$ cat config.mk
export PLATFORM = sky130hd
export DESIGN_NAME = rx_status_bist
export DESIGN_NICKNAME = d
export VERILOG_FILES = /design/src/rtl/rx_status_pkg.sv /design/src/rtl/rx_status_bist.sv /design/src/rtl/status_encoder.sv /design/src/rtl/balance_counter.sv
export SDC_FILE = /design/constraint.sdc
export NUM_CORES = 1
export LEC_CHECK = 0
export BUFFER_PORTS_ARGS = -buffer_cell sky130_fd_sc_hd__buf_2
export CAP_MARGIN = 10
export CORE_MARGIN = 2
export CORE_UTILIZATION = 45
export DETAILED_ROUTE_END_ITERATION = 12
export PLACE_DENSITY_LB_ADDON = 0.15
export RECOVER_POWER = 50
export SLEW_MARGIN = 20
export SYNTH_ARGS = -nofsm -noshare
export SYNTH_HDL_FRONTEND = slang
export SYNTH_HIERARCHICAL = 1
export SYNTH_SLANG_ARGS = --single-unit
export TNS_END_PERCENT = 5
$ cat constraint.sdc
create_clock -name clk -period 5.2 [get_ports clk]
set_clock_uncertainty 0.2 [all_clocks]
set_input_delay 0.26 -clock clk [delete_from_list [all_inputs] [get_ports clk]]
set_output_delay 0.26 -clock clk [all_outputs]
set_load 0.01 [all_outputs]
$ cat src/rtl/rx_status_pkg.sv
package rx_status_pkg;

  // character status codes, normal and self-test meanings share encodings
  localparam logic [2:0] ST_NORMAL = 3'h0;      // normal char / data compared ok
  localparam logic [2:0] ST_CMD_OK = 3'h1;      // command compared ok
  localparam logic [2:0] ST_EBUF = 3'h2;        // buffer fault (type a) / last good
  localparam logic [2:0] ST_FRAMING = 3'h3;     // framing character seen
  localparam logic [2:0] ST_CODE_VIOL = 3'h4;   // codeword violation / last bad
  localparam logic [2:0] ST_LOCK = 3'h5;        // loss of lock / self-test start
  localparam logic [2:0] ST_DISP = 3'h6;        // disparity error / compare error
  localparam logic [2:0] ST_WAIT = 3'h7;        // reserved / waiting for start char
  localparam logic [2:0] ST_LAST_GOOD = ST_EBUF;
  localparam logic [2:0] ST_LAST_BAD = ST_CODE_VIOL;

  // first pattern character of a sequence, a data character of value zero
  localparam logic [7:0] START_CHAR = 8'h00;
  // error surplus over matches beyond which the compare gives up
  localparam int BAL_LIMIT = 16;
  localparam int BAL_W = 7;
  // characters the elastic buffer needs to re-centre
  localparam logic [3:0] RECENTER_CHARS = 4'h9;

  // register map, byte addresses
  localparam logic [11:0] ADDR_CTRL = 12'h000;
  localparam logic [11:0] ADDR_STATUS = 12'h004;
  localparam logic [11:0] ADDR_BALANCE = 12'h008;
  localparam int CTRL_EN_BIT = 0;
  localparam int CTRL_TYPE_BIT = 1;
  localparam logic [1:0] CTRL_RESET = 2'h0;

  typedef enum logic [1:0] {selftest_start_state, pattern_wait_state, compare_state} bist_state_e;

  // one received character with its decoder flags
  typedef struct packed {
    logic valid;
    logic [7:0] data;
    logic is_cmd;
    logic code_viol;
    logic disp_err;
    logic framing;
    logic ebuf_err;
  } rx_char_s;

  // expected pattern character from the pattern generator
  typedef struct packed {
    logic [7:0] data;
    logic is_cmd;
    logic last;
  } pattern_s;

  typedef struct packed {
    logic valid;
    logic [7:0] data;
    logic [2:0] status;
  } rx_out_s;

endpackage

$ cat src/rtl/rx_status_bist.sv
// Chosen here: the APB register port and the register offsets.
`timescale 1ns/1ps
module rx_status_bist
  import rx_status_pkg::*;
(
  input wire logic clk,
  input wire logic rstn,
  input rx_char_s rx_char,
  input pattern_s pattern,
  input wire logic lock_lost,
  input wire logic [11:0] paddr,
  input wire logic psel,
  input wire logic penable,
  input wire logic pwrite,
  input wire logic [31:0] pwdata,
  output logic [31:0] prdata,
  output logic pready,
  output logic pslverr,
  output rx_out_s rx_out,
  output logic pattern_run,
  output logic pattern_step
);

  // control and apb state
  logic [1:0] ctrl_reg, ctrl_next;
  logic [31:0] prdata_reg, prdata_next;
  logic pready_reg, pready_next;
  logic pslverr_reg, pslverr_next;
  // self-test state
  bist_state_e state_reg, state_next;
  logic [3:0] recenter_reg, recenter_next;
  rx_out_s out_reg, out_next;
  logic run_reg, run_next;
  logic step_reg, step_next;
  logic bal_clear, bal_err, bal_match, bal_over;
  logic [BAL_W-1:0] bal_count;
  logic [2:0] normal_status;
  logic selftest_en, type_b, live, is_match, is_start;

  assign selftest_en = ctrl_reg[CTRL_EN_BIT];
  assign type_b = ctrl_reg[CTRL_TYPE_BIT];

  status_encoder u_enc (
    .ch(rx_char),
    .lock_lost(lock_lost),
    .type_b(type_b),
    .status(normal_status)
  );

  balance_counter u_bal (
    .clk(clk),
    .rstn(rstn),
    .clear(bal_clear),
    .err(bal_err),
    .match(bal_match),
    .count(bal_count),
    .over(bal_over)
  );

  // a character the compare machine may act on: no lock or buffer trouble
  assign live = rx_char.valid && selftest_en && !lock_lost && !rx_char.ebuf_err && recenter_reg == '0;
  assign is_match = rx_char.data == pattern.data && rx_char.is_cmd == pattern.is_cmd
                    && !rx_char.code_viol && !rx_char.disp_err;
  assign is_start = rx_char.data == START_CHAR && !rx_char.is_cmd && !rx_char.code_viol;
  assign bal_err = live && state_reg == compare_state && !is_match;
  assign bal_match = live && state_reg == compare_state && is_match;
  assign bal_clear = state_reg != compare_state;

  // apb slave: no wait state, answer prepared during the setup cycle
  always_comb
  begin
    ctrl_next = ctrl_reg;
    prdata_next = prdata_reg;
    pslverr_next = 1'b0;
    pready_next = psel && !penable && !pready_reg;
    if (psel && !penable && !pready_reg)
    begin
      prdata_next = '0;
      if (paddr == ADDR_CTRL)
        prdata_next = {30'h0, ctrl_reg};
      else if (paddr == ADDR_STATUS)
        prdata_next = {25'h0, lock_lost, recenter_reg != '0, out_reg.status, state_reg};
      else if (paddr == ADDR_BALANCE)
        prdata_next = {{(32-BAL_W){bal_count[BAL_W-1]}}, bal_count};
      else
        pslverr_next = 1'b1;
    end
    if (psel && penable && pready_reg && pwrite && paddr == ADDR_CTRL)
      ctrl_next = pwdata[1:0];
    if (psel && penable && pready_reg)
      pslverr_next = pslverr_reg;
  end

  always_ff @(posedge clk or negedge rstn)
  begin
    if (!rstn)
    begin
      ctrl_reg <= CTRL_RESET;
      prdata_reg <= '0;
      pready_reg <= 1'b0;
      pslverr_reg <= 1'b0;
    end
    else
    begin
      ctrl_reg <= ctrl_next;
      prdata_reg <= prdata_next;
      pready_reg <= pready_next;
      pslverr_reg <= pslverr_next;
    end
  end

  // self-test compare machine and status output register
  always_comb
  begin
    state_next = state_reg;
    recenter_next = recenter_reg;
    run_next = run_reg;
    step_next = 1'b0;
    out_next = out_reg;
    out_next.valid = rx_char.valid;
    if (rx_char.valid)
    begin
      out_next.data = rx_char.data;
      out_next.status = normal_status;
    end
    if (lock_lost || !selftest_en)
    begin
      state_next = selftest_start_state;
      run_next = 1'b0;
      recenter_next = '0;
      if (rx_char.valid && selftest_en)
        out_next.status = ST_LOCK;
    end
    else if (rx_char.valid && (rx_char.ebuf_err || recenter_reg != '0))
    begin
      // buffer is re-centring; counting characters, not cycles
      state_next = selftest_start_state;
      run_next = 1'b0;
      recenter_next = rx_char.ebuf_err ? RECENTER_CHARS : recenter_reg - 4'h1;
      out_next.status = ST_LOCK;
    end
    else if (live)
    begin
      case (state_reg)
        selftest_start_state:
        begin
          state_next = pattern_wait_state;
          out_next.status = ST_LOCK;
        end
        pattern_wait_state:
        begin
          if (is_start)
          begin
            state_next = compare_state;
            run_next = 1'b1;
            step_next = 1'b1;
            out_next.status = ST_NORMAL;
          end
          else
            out_next.status = ST_WAIT;
        end
        default:
        begin
          step_next = 1'b1;
          if (pattern.last)
          begin
            // sequence done; next one restarts at the start character
            state_next = pattern_wait_state;
            run_next = 1'b0;
            out_next.status = is_match ? ST_LAST_GOOD : ST_LAST_BAD;
          end
          else if (!is_match)
            out_next.status = ST_DISP;
          else if (rx_char.is_cmd)
            out_next.status = ST_CMD_OK;
          else
            out_next.status = ST_NORMAL;
          if (bal_over && !pattern.last)
          begin
            state_next = pattern_wait_state;
            run_next = 1'b0;
          end
        end
      endcase
    end
  end

  always_ff @(posedge clk or negedge rstn)
  begin
    if (!rstn)
    begin
      state_reg <= selftest_start_state;
      recenter_reg <= '0;
      out_reg <= '0;
      run_reg <= 1'b0;
      step_reg <= 1'b0;
    end
    else
    begin
      state_reg <= state_next;
      recenter_reg <= recenter_next;
      out_reg <= out_next;
      run_reg <= run_next;
      step_reg <= step_next;
    end
  end

  assign prdata = prdata_reg;
  assign pready = pready_reg;
  assign pslverr = pslverr_reg;
  assign rx_out = out_reg;
  assign pattern_run = run_reg;
  assign pattern_step = step_reg;

  // framing code and data travel together; the status output register keeps the decoded value
  a_lock_to_start: assert property (@(posedge clk) disable iff (!rstn)
    lock_lost |=> state_reg == selftest_start_state)
    else $error("lock loss did not force start state");

  a_balance_to_wait: assert property (@(posedge clk) disable iff (!rstn)
    live && state_reg == compare_state && bal_over && !pattern.last |=> state_reg == pattern_wait_state)
    else $error("error surplus did not drop to wait state");

  a_ebuf_holds_start: assert property (@(posedge clk) disable iff (!rstn)
    selftest_en && !lock_lost && rx_char.valid && rx_char.ebuf_err
    |=> recenter_reg == RECENTER_CHARS && out_reg.status == ST_LOCK)
    else $error("buffer fault not held at start code");

  a_compare_data_ok: assert property (@(posedge clk) disable iff (!rstn)
    live && state_reg == compare_state && is_match && !rx_char.is_cmd && !pattern.last
    |=> out_reg.status == ST_NORMAL && $past(step_next))
    else $error("good data compare not reported");

  a_compare_cmd_ok: assert property (@(posedge clk) disable iff (!rstn)
    live && state_reg == compare_state && is_match && rx_char.is_cmd && !pattern.last
    |=> out_reg.status == ST_CMD_OK)
    else $error("good command compare not reported");

  a_last_good_bad: assert property (@(posedge clk) disable iff (!rstn)
    live && state_reg == compare_state && pattern.last
    |=> out_reg.status == ($past(is_match) ? ST_LAST_GOOD : ST_LAST_BAD) && state_reg == pattern_wait_state)
    else $error("last pattern character misreported");

  a_framing_code: assert property (@(posedge clk) disable iff (!rstn)
    !selftest_en && rx_char.valid && !lock_lost && !rx_char.ebuf_err && !rx_char.code_viol && rx_char.framing
    |=> out_reg.status == ST_FRAMING && out_reg.data == $past(rx_char.data))
    else $error("framing character misreported");

  a_viol_over_disp: assert property (@(posedge clk) disable iff (!rstn)
    !selftest_en && rx_char.valid && !lock_lost && !rx_char.ebuf_err && rx_char.code_viol
    |=> out_reg.status == ST_CODE_VIOL)
    else $error("codeword violation misreported");

  a_lock_wins: assert property (@(posedge clk) disable iff (!rstn)
    rx_char.valid && lock_lost |=> out_reg.status == ST_LOCK && out_reg.valid)
    else $error("lock loss did not win status");

  a_mismatch_code: assert property (@(posedge clk) disable iff (!rstn)
    live && state_reg == compare_state && !is_match && !pattern.last |=> out_reg.status == ST_DISP)
    else $error("compare mismatch not reported");

  a_wait_code: assert property (@(posedge clk) disable iff (!rstn)
    live && state_reg == pattern_wait_state && !is_start
    |=> out_reg.status == ST_WAIT && state_reg == pattern_wait_state)
    else $error("wait state code wrong");

  a_type_select: assert property (@(posedge clk) disable iff (!rstn)
    !selftest_en && rx_char.valid && !lock_lost && rx_char.ebuf_err
    |=> out_reg.status == ($past(type_b) ? $past(normal_status) : ST_EBUF)
    && out_reg.status != ($past(type_b) ? ST_EBUF : ST_NORMAL))
    else $error("status type selection wrong");

  // lock outranks every decoder fault on the same character
  a_lock_over_faults: assert property (@(posedge clk) disable iff (!rstn)
    rx_char.valid && lock_lost && rx_char.ebuf_err && rx_char.code_viol
    |=> out_reg.status == ST_LOCK)
    else $error("lock loss lost to a lower priority fault");

  // framing outranks a disparity error on the same character
  a_framing_over_disp: assert property (@(posedge clk) disable iff (!rstn)
    !selftest_en && rx_char.valid && !lock_lost && !(rx_char.ebuf_err && !type_b) && !rx_char.code_viol
    && rx_char.framing && rx_char.disp_err
    |=> out_reg.status == ST_FRAMING)
    else $error("framing did not outrank disparity error");

  // each later character without a buffer fault counts the re-centring down by one, until it reaches zero
  // and keeps the machine parked, so no compare starts on a half-centred buffer
  a_recenter_count: assert property (@(posedge clk) disable iff (!rstn)
    selftest_en && !lock_lost && rx_char.valid && !rx_char.ebuf_err && recenter_reg != '0
    |=> out_reg.status == ST_LOCK && recenter_reg == $past(recenter_reg) - 4'h1
    && state_reg == selftest_start_state)
    else $error("re-centring count or start code wrong");

endmodule

$ cat src/rtl/status_encoder.sv
`timescale 1ns/1ps
module status_encoder
  import rx_status_pkg::*;
(
  input rx_char_s ch,
  input wire logic lock_lost,
  input wire logic type_b,
  output logic [2:0] status
);

  // lowest priority number wins; type b leaves buffer faults unreported
  always_comb
  begin
    if (lock_lost)
      status = ST_LOCK;
    else if (ch.ebuf_err && !type_b)
      status = ST_EBUF;
    else if (ch.code_viol)
      status = ST_CODE_VIOL;
    else if (ch.framing)
      status = ST_FRAMING;
    else if (ch.disp_err)
      status = ST_DISP;
    else
      status = ST_NORMAL;
  end

endmodule

$ cat src/rtl/balance_counter.sv
`timescale 1ns/1ps
module balance_counter
  import rx_status_pkg::*;
(
  input wire logic clk,
  input wire logic rstn,
  input wire logic clear,
  input wire logic err,
  input wire logic match,
  output logic [BAL_W-1:0] count,
  output logic over
);

  // a one-bit signed literal reads as minus one, so the step is spelt out at full width
  localparam logic signed [BAL_W-1:0] BAL_ONE = BAL_W'(1);

  logic signed [BAL_W-1:0] bal_reg;
  logic signed [BAL_W-1:0] bal_next;

  // errors minus matches, saturating so a long good run cannot wrap
  always_comb
  begin
    bal_next = bal_reg;
    if (clear)
      bal_next = '0;
    else if (err && bal_reg != {1'b0, {(BAL_W-1){1'b1}}})
      bal_next = bal_reg + BAL_ONE;
    else if (match && bal_reg != {1'b1, {(BAL_W-1){1'b0}}})
      bal_next = bal_reg - BAL_ONE;
  end

  always_ff @(posedge clk or negedge rstn)
  begin
    if (!rstn)
      bal_reg <= '0;
    else
      bal_reg <= bal_next;
  end

  assign count = bal_reg;
  assign over = bal_reg > BAL_W'(BAL_LIMIT);

endmodule

* Word-level counts from Yosys, hierarchy flattened
Cells that the tools add are included.
** Cells by class
- Multiplexer cells :: 48
- Reductions and logical operators :: 48
- Equality and inequality tests :: 11
- Magnitude comparators :: 1
- Add/subtract/negate cells :: 3
** Operators with widths (count)
- 32-bit two-way mux :: 3
- 3-bit two-way mux :: 14
- 1-bit logical AND :: 23
- 7-bit two-way mux :: 3
- 1-bit two-way mux :: 15
- 12-bit by 3-bit equality test with 1-bit output, second input constant :: 1
- 12-bit by 4-bit equality test with 1-bit output, second input constant :: 1
- 12-bit logical NOT :: 1
- 2-bit two-way mux :: 6
- 4-bit two-way mux :: 3
- 1-bit logical NOT :: 11
- 8-bit equality test :: 1
- 8-bit logical NOT :: 1
- 7-bit by 2-bit adder with 7-bit output, second input constant :: 1
- 7-bit by 6-bit > comparator with 1-bit output, second input constant :: 1
- 7-bit by 6-bit inequality test with 1-bit output, second input constant :: 1
- 7-bit inequality test, second input constant :: 1
- 7-bit by 2-bit subtractor with 7-bit output, second input constant :: 1
- 3-bit case mux with 2 select lines :: 1
- 3-bit nonzero test :: 2
- 6-bit nonzero test :: 1
- 5-bit nonzero test :: 1
- 4-bit logical NOT :: 1
- 4-bit inequality test, second input constant :: 1
- other kinds (14) :: 16
** Storage, ports and cells
- Output and inout port bits :: 48
- Input port bits :: 74
- Logic and storage cells :: 123
- Register bits after elaboration :: 63

* Depth between registers and ports, before layout
- Word-level depth :: 10
- Mapped depth :: 14
- Gate-level depth less buffers :: 13

* Cells and area by module
The synthesis kept the hierarchy.
** Modules (own cells, without submodules)
- rx_status_bist :: sequential area each 800.8 um2, instances 1, area each 1858.0 um2, cells each 186
- balance_counter :: sequential area each 175.2 um2, instances 1, area each 611.8 um2, cells each 62
- status_encoder :: sequential area each 0.0 um2, instances 1, area each 57.6 um2, cells each 8

* Worst setup path before layout
OpenSTA, ideal clock, no wires.
- Path kind :: reg2reg
- Start :: register recenter_reg[0]
- End :: register u_bal.bal_reg[5], in the netlist u_bal/count[5]
- Path slack :: 1.467 ns
- Buffers on the path :: 1
- Setup time :: 0.120 ns
- Clock period less this slack :: 3.733 ns
- Cell stages (with the launch flop) :: 14
- Data required time :: 4.880 ns
- Data arrival time :: 3.413 ns
- Path through :: dfrtp_1 > inv_1 > ha_1 > or3b_1 > buf_2 > or4_4 > nor3b_1 > o21ai_4 > ha_1 > a21oi_1 > a21boi_0 > o21a_1 > or3_1 > a41o_1
** On the way
- Cells in the longest elaborated chain, start to end :: 7
- Elaborated cells between the ends (all ways) :: 10
- Those cells by class :: mux: 2; reduce/logical: 8
** RTL lines
- start: declaration :: RTL line rx_status_bist.sv:31 : logic [3:0] recenter_reg, recenter_next;
- start signal: assignment :: RTL line rx_status_bist.sv:201 : recenter_reg <= recenter_next;
- 4-bit logical NOT (*) :: RTL line rx_status_bist.sv:61 : assign live = rx_char.valid && selftest_en && !lock_lost && !rx_char.ebuf_err && recenter_reg == '0;
- 1-bit logical AND (*) :: RTL line rx_status_bist.sv:61
- 1-bit logical AND (*) (2 in series) :: RTL line rx_status_bist.sv:65 : assign bal_err = live && state_reg == compare_state && !is_match;
- net bal_err :: RTL line rx_status_bist.sv:35 : logic bal_clear, bal_err, bal_match, bal_over;
- 1-bit logical AND (*) :: RTL line balance_counter.sv:26 : else if (err && bal_reg != {1'b0, {(BAL_W-1){1'b1}}})
- 7-bit two-way mux :: RTL line balance_counter.sv:26
- 7-bit two-way mux :: RTL line balance_counter.sv:24 : if (clear)
- end signal: assignment :: RTL line balance_counter.sv:37 : bal_reg <= bal_next;
- end: declaration :: RTL line balance_counter.sv:17 : logic signed [BAL_W-1:0] bal_reg;
Mark *: on every way through the listed nets, which the timed path passes. The rest lies on a longest branch.
A chain may end at the register's enable or synchronous reset.

* Worst setup path in the final report
Ends and elaborated chain as after synthesis.

==> flow_summary.json <==
{
  "yosysSeqAreaShare": 0.386,
  "start_util": 0.462,
  "core-area_um2": 5470,
  "vdd_ir_drop_max_uv": 142,
  "synth-main-ff-cell": "dfrtp_1",
  "status": "complete, but fails checks",
  "wirelength_mm": 5.58,
  "netlist_area_um2": 2530,
  "boundaryPins": 122,
  "seq_power_share": 0.487,
  "yosys_warnings": 6,
  "start_kind": "register",
  "fin_crit_sh": 0.777,
  "std_cell_rows": 27,
  "h-tree-depth": 2,
  "path_class": "reg2reg",
  "path_buf_inv": 1,
  "synth.distinct_cells": 53,
  "max_stage_delay_ns": 0.57,
  "relSlewSlack": -0.398,
  "crit_family": "simple AND/OR/NAND/NOR gates",
  "wl_per_cell_um": 13.9,
  "worstPathMaxFanout": 11,
  "cts-buffers-inserted": 5,
  "fp.dieW_um": 78.9,
  "rsz0062_at_grt": "false",
  "die_area_um2": 6230,
  "reg2reg_from": "recenter_reg[0]",
  "crit_slowest_cell": "or4_4",
  "end_kind": "register",
  "grt_first_pass_wirelength_mm": 9.55,
  "power_density_nw_per_um2": 220,
  "rr_endpoint": "u_bal/count[5]",
  "cts_root_buf": "clkbuf_8",
  "cp-endpoint": "u_bal/count[5]",
  "synth_nets": 340,
  "postSynthAreaPerCell_um2": 9.87,
  "postCtsSetupRepairBufs": 0,
  "netlist_top_cells_count": "dfrtp_1 (39), buf_4 (24), nor2_1 (21), a21oi_1 (13), inv_1 (13)",
  "startpoint": "recenter_reg[0]",
  "synth.top_cell.area_share": 0.386,
  "synth_area_leaders": "dfrtp_1 (39%), buf_4 (7.1%), ha_1 (4.5%), mux2_2 (4.5%), a22o_1 (3.5%)",
  "antenna_cells": 0,
  "synth_area_leader_cell": "dfrtp_1",
  "drtIter0Drc": 55,
  "slew_violations": 40,
  "timing.final.hold_violations": 0,
  "async_reset_ff_frac": 1.00,
  "sw_frac_of_total": 0.253,
  "final-setup-viol-count": 0,
  "drc_errors": 0,
  "syn_inst": 256,
  "switchingPower_mw": 0.166,
  "largest_register_ffs": 12,
  "p_total_mw": 0.656,
  "firstDrtPassIters": 4,
  "p_comb_frac": 0.116,
  "drive_gt1_frac": 0.287,
  "cts_tree": "done",
  "final.setup.tns_ns": 0,
  "die_h_um": 78.9,
  "fin_nets": 411,
  "io_buffers": 91,
  "area_delta_synth_final_pct": 17.9,
  "grtUsageTotal": 0.194,
  "fin_crit_ns": 4.04,
  "drt-vias-per-instance": 5.30,
  "ys_ff_latch": 39,
  "ant_nets": 0,
  "antenna_found_initial": 0,
  "clk_path_buf_depth": 2,
  "hold_path_class": "in2reg",
  "fmax_mhz": 247,
  "dp_hpwl_mm": 4.19,
  "cp_num_cells": 12,
  "cts.clk_slew.worst_paths_ns": 0.09,
  "cellLeakagePower_nw": 1.41,
  "cp.required_ns": 5.19,
  "grt_overflow": 0,
  "ff2ff_path_depth": 12,
  "synth_edf_count": 0,
  "path_cells": "inv_1 > ha_1 > or3b_1 > or4_4 > nor3b_1 > o21ai_4 > ha_1 > a21oi_1 > a21boi_0 > o21a_1 > or3_1 > a41o_1",
  "violations": "capacitance limit, slew limit",
  "gp_congestion": 0.827,
  "arrival_ns": 4.04,
  "cap_violations": 1,
  "clock_sinks": 39,
  "p_int_mw": 0.490,
  "yosysMostFrequentCell": "dfrtp_1",
  "num_vias": 2120,
  "crit_top_cell": "ha_1",
  "grt_start_max_net_pins": 40,
  "worst_pin_slew_ns": 2.10,
  "clk_latency_ns": 0.30,
  "r2r_slack_ns": 1.16,
  "clockPowerShare": 0.397,
  "grt_pass1_vias": 2048
}
[cells in the final DEF, fill, tap and decap left out, types with 3 or more instances in the layout]
cell,instances
buf_2,66
dfrtp_1,39
clkbuf_1,25
nor2_1,21
inv_1,13
a21oi_1,13
xor2_1,10
mux2_2,10
a22o_1,10
ha_1,9
nor4_1,8
nand2_1,8
nand3_1,7
o21ai_0,7
mux2i_1,6
nand2b_1,5
clkbuf_8,5
o22ai_1,4
nor3_1,4
a2bb2oi_1,3
or3_1,3
o21a_1,3
nor2b_1,3
dlygate4sd3_1,3
[what timing repair did]
item / CTS / global route
setup endpoints to repair: 0 / 0
resized for setup: 0 / 0
hold buffers: 3 / 0
hold endpoints to repair: 41 / 0
[power by group through the flow]
stage | registers, mW | logic, mW | clock network (mW)
CTS | 0.319 | 0.0800 | 0.266
floorplan | 0.329 | 0.0296 | 0
detailed placement | 0.325 | 0.0781 | 0
global placement | 0.325 | 0.0769 | 0
global route | 0.321 | 0.0851 | 0.281
finish | 0.319 | 0.0758 | 0.261
[per-stage QoR]
stage	utilization	hold slack (ns)	setup slack [ns]	cells	area, um^2
global placement	0.524	0.231	1.21	389	2870
CTS	0.550	0.0232	1.15	400	3010
floorplan	-	-0.236	1.47	256	2530
detailed placement	0.524	0.229	1.18	389	2870
global route	0.545	0.0237	0.911	400	2980
finish	0.545	0.0305	1.16	400	2980
[area by class of cell]
| class | count | area [um^2] |
|---|---|---|
| Clock buffer | 5 | 68.8 |
| Fill cell | 531 | 2490 |
| Clock inverter | 3 | 43.8 |
| Timing Repair Buffer | 94 | 454 |
| Tap cell | 72 | 90.1 |
| Inverter | 13 | 48.8 |
| Sequential cell | 39 | 976 |
| Multi-Input combinational cell | 174 | 1300 |
[worst min-delay path by stage]
stage / from / cells past startpoint / end
after floorplan: rstn / 0 / ctrl_reg[0]
after global placement: rstn / 1 / u_bal/count[3]
after detailed placement: rstn / 1 / u_bal/count[3]
after CTS: rx_char[6] / 2 / rx_out[4]
after global routing: rx_char[8] / 2 / rx_out[6]
final: psel / 2 / pslverr
[logic make-up (layout without fill, tap and decap cells)]
group           Yosys count  in the layout  synth area share
compound gates           61             61             0.183
mux                      16             16            0.0683
simple gates             75             75             0.169
buf+inv                  43            115             0.100
fa+ha+maj                10             10            0.0525
xor+xnor                 12             12            0.0416
flops                    39             39             0.386
[worst register-to-register path, stage by stage, from the launching register on]
cell,delay (ns)
dfrtp_1,0.41
inv_1,0.11
ha_1,0.20
or3b_1,0.50
or4_4,0.58
nor3b_1,0.37
o21ai_4,0.19
ha_1,0.36
a21oi_1,0.19
a21boi_0,0.10
o21a_1,0.18
or3_1,0.32
a41o_1,0.23
[metal layers]
layer | track usage | wire [um] | vias up
li1 | - | - | 1044
met1 | 0.251 | 2560 | 1014
met2 | 0.328 | 2680 | 55
met3 | 0.0398 | 270 | 7
met4 | 0.0569 | 68 | 0
met5 | 0 | 0 | -
Power figures use the tool's default switching activity.
